===== src/hdl/ssu_pkg.sv =====
// package for the scaled subtract unit: ops, condition codes, bus map, carriers
package ssu_pkg;
  localparam int DATA_W = 32;
  localparam int SIGN_BIT = 31;
  localparam int REG_ADDR_W = 6;
  localparam logic [5:0] NO_RESULT_DEST = 6'h3E;
  localparam logic [5:0] STACK_PTR_IDX = 6'h1C;
  localparam int SP_IMM_W = 5;
  localparam int SP_ALIGN_SHIFT = 2;
  localparam logic [1:0] SP_ALIGN_ZERO = 2'h0;

  typedef enum logic [2:0] {
    SSU_OP_SUB = 3'b000,
    SSU_OP_SUB_X2 = 3'b001,
    SSU_OP_SUB_X4 = 3'b010,
    SSU_OP_SUB_X8 = 3'b011,
    SSU_OP_CLEAR_NE = 3'b100,
    SSU_OP_SP_IMM = 3'b101
  } ssu_op_e;

  localparam logic [4:0] CC_ALWAYS = 5'h00;
  localparam logic [4:0] CC_EQ = 5'h01;
  localparam logic [4:0] CC_NE = 5'h02;
  localparam logic [4:0] CC_PL = 5'h03;
  localparam logic [4:0] CC_MI = 5'h04;
  localparam logic [4:0] CC_CS = 5'h05;
  localparam logic [4:0] CC_CC = 5'h06;
  localparam logic [4:0] CC_VS = 5'h07;
  localparam logic [4:0] CC_VC = 5'h08;

  // register byte addresses
  localparam logic [3:0] ADDR_SRC1 = 4'h0;
  localparam logic [3:0] ADDR_SRC2 = 4'h4;
  localparam logic [3:0] ADDR_CMD = 4'h8;
  localparam logic [3:0] ADDR_RESULT = 4'hC;
  // cmd fields
  localparam int CMD_OP_LSB = 0;
  localparam int CMD_CC_LSB = 4;
  localparam int CMD_SETF_BIT = 9;
  localparam int CMD_DEST_LSB = 16;
  localparam int CMD_SPIMM_LSB = 24;
  localparam int CMD_WFLAG_LSB = 28;
  localparam int ST_WRITE_BIT = 31;
  localparam int ST_DEST_LSB = 24;
  localparam logic [31:0] UNMAPPED_READ = 32'h0000_0000;
  localparam logic [3:0] FLAGS_RESET = 4'h0;

  typedef struct packed {
    logic zero;
    logic neg;
    logic carry;
    logic ovf;
  } ssu_flags_s;

  typedef struct packed {
    ssu_op_e op;
    logic [4:0] cc;
    logic setFlags;
    logic [5:0] dest;
    logic [4:0] spImm;
  } ssu_cmd_s;
endpackage : ssu_pkg


===== src/hdl/ssu_scaled_subtract_unit.sv =====
// scaled subtract datapath with avalon-mm register access
//
// Behaviour
// - plain subtract: src1 minus src2 to dest
// - scale-by-two: src2 shifted left one
// - scale-by-four: src2 shifted left two
// - scale-by-eight: src2 shifted left three
// - plain and scaled subtracts execute only when condition code true
// - zero flag set when result is zero
// - negative flag copies result bit 31
// - carry flag marks borrow of subtraction
// - overflow only from subtract step
// - flags change only with flag-set bit
// - short clear runs only when zero clear
// - stack immediate is five bits, word aligned
`timescale 1ns/1ps
module ssu_scaled_subtract_unit
  import ssu_pkg::*;
(
  input wire logic clock,
  input wire logic resetn,
  input wire logic [3:0] address,
  input wire logic read,
  input wire logic write,
  input wire logic [31:0] writedata,
  output logic [31:0] readdata,
  output logic waitrequest
);
  logic rstSync1Reg;
  logic rstSyncReg;
  always_ff @(posedge clock or negedge resetn) begin
    if (!resetn) begin
      rstSync1Reg <= 1'b0;
      rstSyncReg <= 1'b0;
    end else begin
      rstSync1Reg <= 1'b1;
      rstSyncReg <= rstSync1Reg;
    end
  end

  logic [31:0] src1Reg;
  logic [31:0] src2Reg;
  ssu_cmd_s cmdReg;
  ssu_flags_s flagsReg;
  logic [31:0] resultReg;
  logic wroteReg;
  logic [5:0] wroteDestReg;
  logic goReg;
  logic ackReg;

  // one wait cycle per access: answer on the second edge
  wire logic access = (read || write) && !ackReg;
  always_ff @(posedge clock or negedge rstSyncReg) begin
    if (!rstSyncReg) begin
      ackReg <= 1'b0;
      waitrequest <= 1'b1;
    end else begin
      ackReg <= access;
      waitrequest <= !access;
    end
  end

  // condition evaluation
  logic condTrue;
  always_comb begin
    unique case (cmdReg.cc)
      CC_ALWAYS: condTrue = 1'b1;
      CC_EQ: condTrue = flagsReg.zero;
      CC_NE: condTrue = !flagsReg.zero;
      CC_PL: condTrue = !flagsReg.neg;
      CC_MI: condTrue = flagsReg.neg;
      CC_CS: condTrue = flagsReg.carry;
      CC_CC: condTrue = !flagsReg.carry;
      CC_VS: condTrue = flagsReg.ovf;
      CC_VC: condTrue = !flagsReg.ovf;
      default: condTrue = 1'b0;
    endcase
  end

  // operand selection and scaling
  logic [31:0] opA;
  logic [31:0] opB;
  logic execOk;
  always_comb begin
    opA = src1Reg;
    opB = src2Reg;
    execOk = condTrue;
    unique case (cmdReg.op)
      SSU_OP_SUB: opB = src2Reg;
      SSU_OP_SUB_X2: opB = {src2Reg[30:0], 1'b0};
      SSU_OP_SUB_X4: opB = {src2Reg[29:0], 2'b00};
      SSU_OP_SUB_X8: opB = {src2Reg[28:0], 3'b000};
      SSU_OP_CLEAR_NE: begin
        opB = src1Reg;
        execOk = !flagsReg.zero;
      end
      SSU_OP_SP_IMM: begin
        opB = {25'h000_0000, cmdReg.spImm, SP_ALIGN_ZERO};
        execOk = 1'b1;
      end
      default: execOk = 1'b0;
    endcase
  end

  // carry out of the 33-bit subtract is the borrow
  wire logic [32:0] diffWide = {1'b0, opA} - {1'b0, opB};
  wire logic [31:0] diff = diffWide[31:0];
  wire logic borrow = diffWide[32];
  wire logic ovf = (opA[SIGN_BIT] != opB[SIGN_BIT]) &&
                   (diff[SIGN_BIT] != opA[SIGN_BIT]);
  wire logic [5:0] destSel = (cmdReg.op == SSU_OP_SP_IMM) ? STACK_PTR_IDX : cmdReg.dest;

  // register writes
  always_ff @(posedge clock or negedge rstSyncReg) begin
    if (!rstSyncReg) begin
      src1Reg <= 32'h0000_0000;
      src2Reg <= 32'h0000_0000;
      cmdReg <= '{op: SSU_OP_SUB, cc: CC_ALWAYS, setFlags: 1'b0, dest: 6'h00, spImm: 5'h00};
      goReg <= 1'b0;
    end else begin
      goReg <= 1'b0;
      if (write && ackReg) begin
        unique case (address)
          ADDR_SRC1: src1Reg <= writedata;
          ADDR_SRC2: src2Reg <= writedata;
          ADDR_CMD: begin
            cmdReg.op <= ssu_op_e'(writedata[CMD_OP_LSB +: 3]);
            cmdReg.cc <= writedata[CMD_CC_LSB +: 5];
            cmdReg.setFlags <= writedata[CMD_SETF_BIT];
            cmdReg.dest <= writedata[CMD_DEST_LSB +: REG_ADDR_W];
            cmdReg.spImm <= writedata[CMD_SPIMM_LSB +: SP_IMM_W];
            goReg <= 1'b1;
          end
          ADDR_RESULT: ;
          default: ;
        endcase
      end
    end
  end

  // execution: one cycle after the command write
  always_ff @(posedge clock or negedge rstSyncReg) begin
    if (!rstSyncReg) begin
      flagsReg <= FLAGS_RESET;
      resultReg <= 32'h0000_0000;
      wroteReg <= 1'b0;
      wroteDestReg <= 6'h00;
    end else if (goReg) begin
      wroteReg <= 1'b0;
      if (execOk) begin
        if (destSel != NO_RESULT_DEST) begin
          resultReg <= (cmdReg.op == SSU_OP_CLEAR_NE) ? 32'h0000_0000 : diff;
          wroteReg <= 1'b1;
          wroteDestReg <= destSel;
        end
        if (cmdReg.setFlags) begin
          flagsReg.zero <= (diff == 32'h0000_0000);
          flagsReg.neg <= diff[SIGN_BIT];
          flagsReg.carry <= borrow;
          flagsReg.ovf <= ovf;
        end
      end
    end
  end

  // read data
  always_ff @(posedge clock or negedge rstSyncReg) begin
    if (!rstSyncReg) begin
      readdata <= 32'h0000_0000;
    end else if (read && !ackReg) begin
      unique case (address)
        ADDR_SRC1: readdata <= src1Reg;
        ADDR_SRC2: readdata <= src2Reg;
        ADDR_CMD: readdata <= {wroteReg, 1'b0, 2'b00, flagsReg, 24'h00_0000} |
                              {8'h00, 2'b00, wroteDestReg, 16'h0000};
        ADDR_RESULT: readdata <= resultReg;
        default: readdata <= UNMAPPED_READ;
      endcase
    end
  end
endmodule : ssu_scaled_subtract_unit


===== config.mk =====
export PLATFORM = sky130hd
export DESIGN_NAME = ssu_scaled_subtract_unit
export DESIGN_NICKNAME = d
export VERILOG_FILES = /design/src/hdl/ssu_pkg.sv /design/src/hdl/ssu_scaled_subtract_unit.sv
export SDC_FILE = /design/constraint.sdc
export NUM_CORES = 1
export LEC_CHECK = 0
export ABC_AREA = 1
export BUFFER_PORTS_ARGS = -buffer_cell sky130_fd_sc_hd__buf_2
export CORE_AREA = 3 3 175 109
export CTS_BUF_LIST = sky130_fd_sc_hd__clkbuf_2
export CTS_CLUSTER_SIZE = 25
export DETAILED_ROUTE_END_ITERATION = 12
export DIE_AREA = 0 0 178 112
export GPL_ROUTABILITY_DRIVEN = 0
export PLACE_DENSITY_LB_ADDON = 0.25
export SLEW_MARGIN = 20
export SYNTH_ARGS = -nofsm -noshare
export SYNTH_HDL_FRONTEND = slang
export SYNTH_SLANG_ARGS = --single-unit
export TNS_END_PERCENT = 20

===== constraint.sdc =====
create_clock -name clock -period 10.5 [get_ports clock]
set_input_delay 0.525 -clock clock [delete_from_list [all_inputs] [get_ports clock]]
set_output_delay 0.525 -clock clock [all_outputs]
set_load 0.005 [all_outputs]

==> flow_metrics.py <==
metrics = {
    "outcome": {
        "status": "finished clean",
    },
    "sta": {
        "setup_ws_ps": 5790,
        "post-route-period-util": 0.449,
        "clock_skew_ps": 51.7,
        "setup-violations-final": 0,
        "slew_viol_final": 0,
        "finalHoldViolCount": 0,
        "max_slew_margin": 0.243,
        "grt_setup_unrepaired": "false",
        "setup_tns_ps": 0,
        "max_freq_mhz": 212,
        "min_period_ps": 4710,
        "worst_slew_pin_slew_ps": 1140,
    },
    "routing": {
        "postRouteAntennaNets": 0,
        "first_pass_iters": 8,
        "viasPerCell": 5.97,
        "drc": 0,
        "vias": 10800,
        "post_drt_wl_per_cell_microns": 18.7,
        "drtIter0Drc": 1600,
        "wl_microns": 34100,
    },
    "grt": {
        "antenna_found_initial": 1,
        "first_global_vias": 9863,
        "grt_pass1_wl_microns": 54000,
        "grt_max_degree": 65,
        "grt.total_usage": 0.349,
        "overflow": 0,
    },
    "pwr": {
        "p_per_area_nw_per_um2": 270,
        "leakage_nw": 6.18,
        "finalPower_mw": 3.12,
        "irDropWorstVdd_v": 0.000143,
    },
    "synth": {
        "synth_top_flop_cell": "dfrtp_1",
        "synth_common_cells": "522 x nand2_1, 217 x inv_1, 163 x dfrtp_1",
        "async_flop_share": 1.00,
        "netlist_area_sq_um": 10500,
        "ys_seq_area_frac": 0.391,
        "synth_most_common_cell": "nand2_1",
        "ys_types": 44,
        "postSynthAreaPerCell_sq_um": 7.05,
        "synth_nets": 1565,
        "synth_edf_count": 0,
        "synth_top_area_cell": "dfrtp_1",
        "synth_area_leaders": "dfrtp_1 39%, nand2_1 19%, inv_1 7.8%, o21ai_0 5.9%, nand3_1 4.2%",
        "yosys_warnings": 0,
        "ys_ff_latch": 164,
        "synth_top_area_share": 0.388,
        "synth_cells": 1489,
    },
    "hold_path": {
        "min_path_type": "in -> reg",
    },
    "die": {
        "die-area_sq_um": 19900,
        "start_util": 0.592,
        "die_h_microns": 112,
        "die_w_microns": 178,
        "ioPinCount": 73,
        "row_count": 38,
        "core_sq_um": 17700,
    },
    "layout": {
        "area_growth_pct": 10.3,
        "drive_gt1_frac": 0.103,
        "final_nets": 1640,
        "fillCellCount": 1600,
        "finalCoreUtilization": 0.653,
        "finalInstanceArea_sq_um": 11600,
        "multi_input_area_sq_um": 5370,
        "register_area_sq_um": 4110,
        "diodes": 0,
    },
    "worst_setup_path": {
        "critPathKind": "reg -> reg",
        "endpoint_kind": "flop",
        "critPathMaxFanout": 36,
        "crit_required_ps": 11320,
        "crit_arrival_ps": 5540,
        "cp-start-kind": "flop",
    },
    "clocking": {
        "clock_sink_count": 164,
        "clock-root-buffer": "clkbuf_2",
        "clock_latency_ps": 840,
        "cts-buffers-inserted": 17,
        "clockBufferDepth": 2,
        "post-cts-setup-buffers": 0,
        "clk_pin_slew_worst_paths_ps": 320,
        "h-tree-depth": 4,
        "cts_tree": "done",
    },
    "place": {
        "port_buffers": 72,
        "dpl_cell_area_sq_um": 11000,
        "hpwl_microns": 24400,
        "place_ws_ps": 6070,
    },
    "run": {
        "drv_cap": 0,
    },
}
## metal layers
| layer | GRT usage | routed length [microns] | up-vias |
|---|---|---|---|
| li1 | - | - | 4987 |
| met2 | 0.482 | 13900 | 718 |
| met5 | 0 | 13 | - |
| met3 | 0.0985 | 4590 | 116 |
| met4 | 0.107 | 974 | 2 |
| met1 | 0.527 | 14600 | 5022 |
## power breakdown
group / total (mW) / internal (mW) / switching [mW]
Combinational: 1.92 / 0.599 / 1.32
Clock: 0.363 / 0.0801 / 0.283
Sequential: 0.839 / 0.731 / 0.108
## metrics by stage
stage	instances	hold WS, ps
2_1_floorplan	1489	229
3_5_place_dp	1754	312
5_1_grt	1817	19.0
3_3_place_gp	1754	311
4_1_cts	1815	2.57
6_report	1817	30.4
## cell families after synthesis
group	after synthesis	share of synthesized area
AND/OR/NAND/NOR	721	0.280
buffers and inverters	276	0.101
AO/OA/AOI/OAI	254	0.146
flip-flops	164	0.391
adder cells (fa/ha/maj)	36	0.0436
multiplexers	30	0.0322
XOR/XNOR	7	0.00584
other	1	0.000357
## repair_timing
| item | in CTS | in global routing |
|---|---|---|
| endpoints found under the hold margin | 62 | 2 |
| hold buffers | 29 | 2 |
| gates resized for setup | 0 | 0 |
## sequential cells by signal, indices dropped and copies added, names as in the netlist
name	cells
opA	32
readdata	32
resultReg	32
src2Reg	32
cmdReg	20
wroteDestReg	6
flagsReg	4
ackReg	1
goReg	1
rstSync1Reg	1
rstSyncReg	1
waitrequest	1
wroteReg	1
## worst max-delay path, cell delays in order (launching register included)
cell	delay, ps
dfrtp_1	520
inv_2	130
nand2_2	110
nor2_2	820
inv_1	260
buf_4	360
o221ai_1	240
o22ai_1	120
ha_1	430
nand2_1	110
inv_1	80
nand2_1	70
nor3_1	440
nand2_1	140
nand3_1	110
nand2_1	80
nor2_1	100
nand2_1	60
nor2_1	140
nand2_1	120
nor2_1	110
nand3_1	70
nand2_1	60
## worst paths after layout
path	startpoint	to	slack, ps	cells past startpoint
max reg2reg	cmdReg[18]$_DFFE_PN0P_	flagsReg[3]$_DFFE_PN0P_	5790	22
max in group asynchronous	rstSyncReg$_DFF_PN0_	src2Reg[21]$_DFFE_PN0P_	8190	2
min reg2reg	rstSyncReg$_DFF_PN0_	src2Reg[9]$_DFFE_PN0P_	340	0
min	writedata[28]	cmdReg[4]$_DFFE_PN0P_	30	3
max	cmdReg[18]$_DFFE_PN0P_	flagsReg[3]$_DFFE_PN0P_	5790	22
min in group asynchronous	rstSyncReg$_DFF_PN0_	src2Reg[9]$_DFFE_PN0P_	340	0
## area by class of cell
type / instances / area share
Clock inverter: 15 / 0.0137
Tap cell: 240 / 0.0259
Timing Repair Buffer: 110 / 0.0624
Sequential cell: 164 / 0.355
Clock buffer: 17 / 0.00735
Multi-Input combinational cell: 1049 / 0.464
Inverter: 222 / 0.0719
## cells in the final DEF, fill, tap and decap left out, drive strengths merged, types with 7 or more instances in the layout
| cell | netlist | layout |
|---|---|---|
| inv | 221 | 230 |
| clkbuf | 39 | 17 |
| clkinv | 1 | 7 |
| buf | 15 | 79 |
| o211ai | 13 | 13 |
| o221ai | 24 | 24 |
| dfrtp | 163 | 163 |
| nor3 | 14 | 14 |
| a21oi | 28 | 28 |
| nand4 | 14 | 14 |
| ha | 35 | 35 |
| o32ai | 8 | 8 |
| mux2 | 30 | 30 |
| nand3 | 88 | 88 |
| dlygate4sd3 | 0 | 31 |
| o22ai | 25 | 25 |
| o2111ai | 10 | 10 |
| nand2 | 523 | 523 |
| o21ai | 133 | 133 |
| nor2 | 73 | 73 |
No activity file was read; power rests on OpenSTA's default activity.
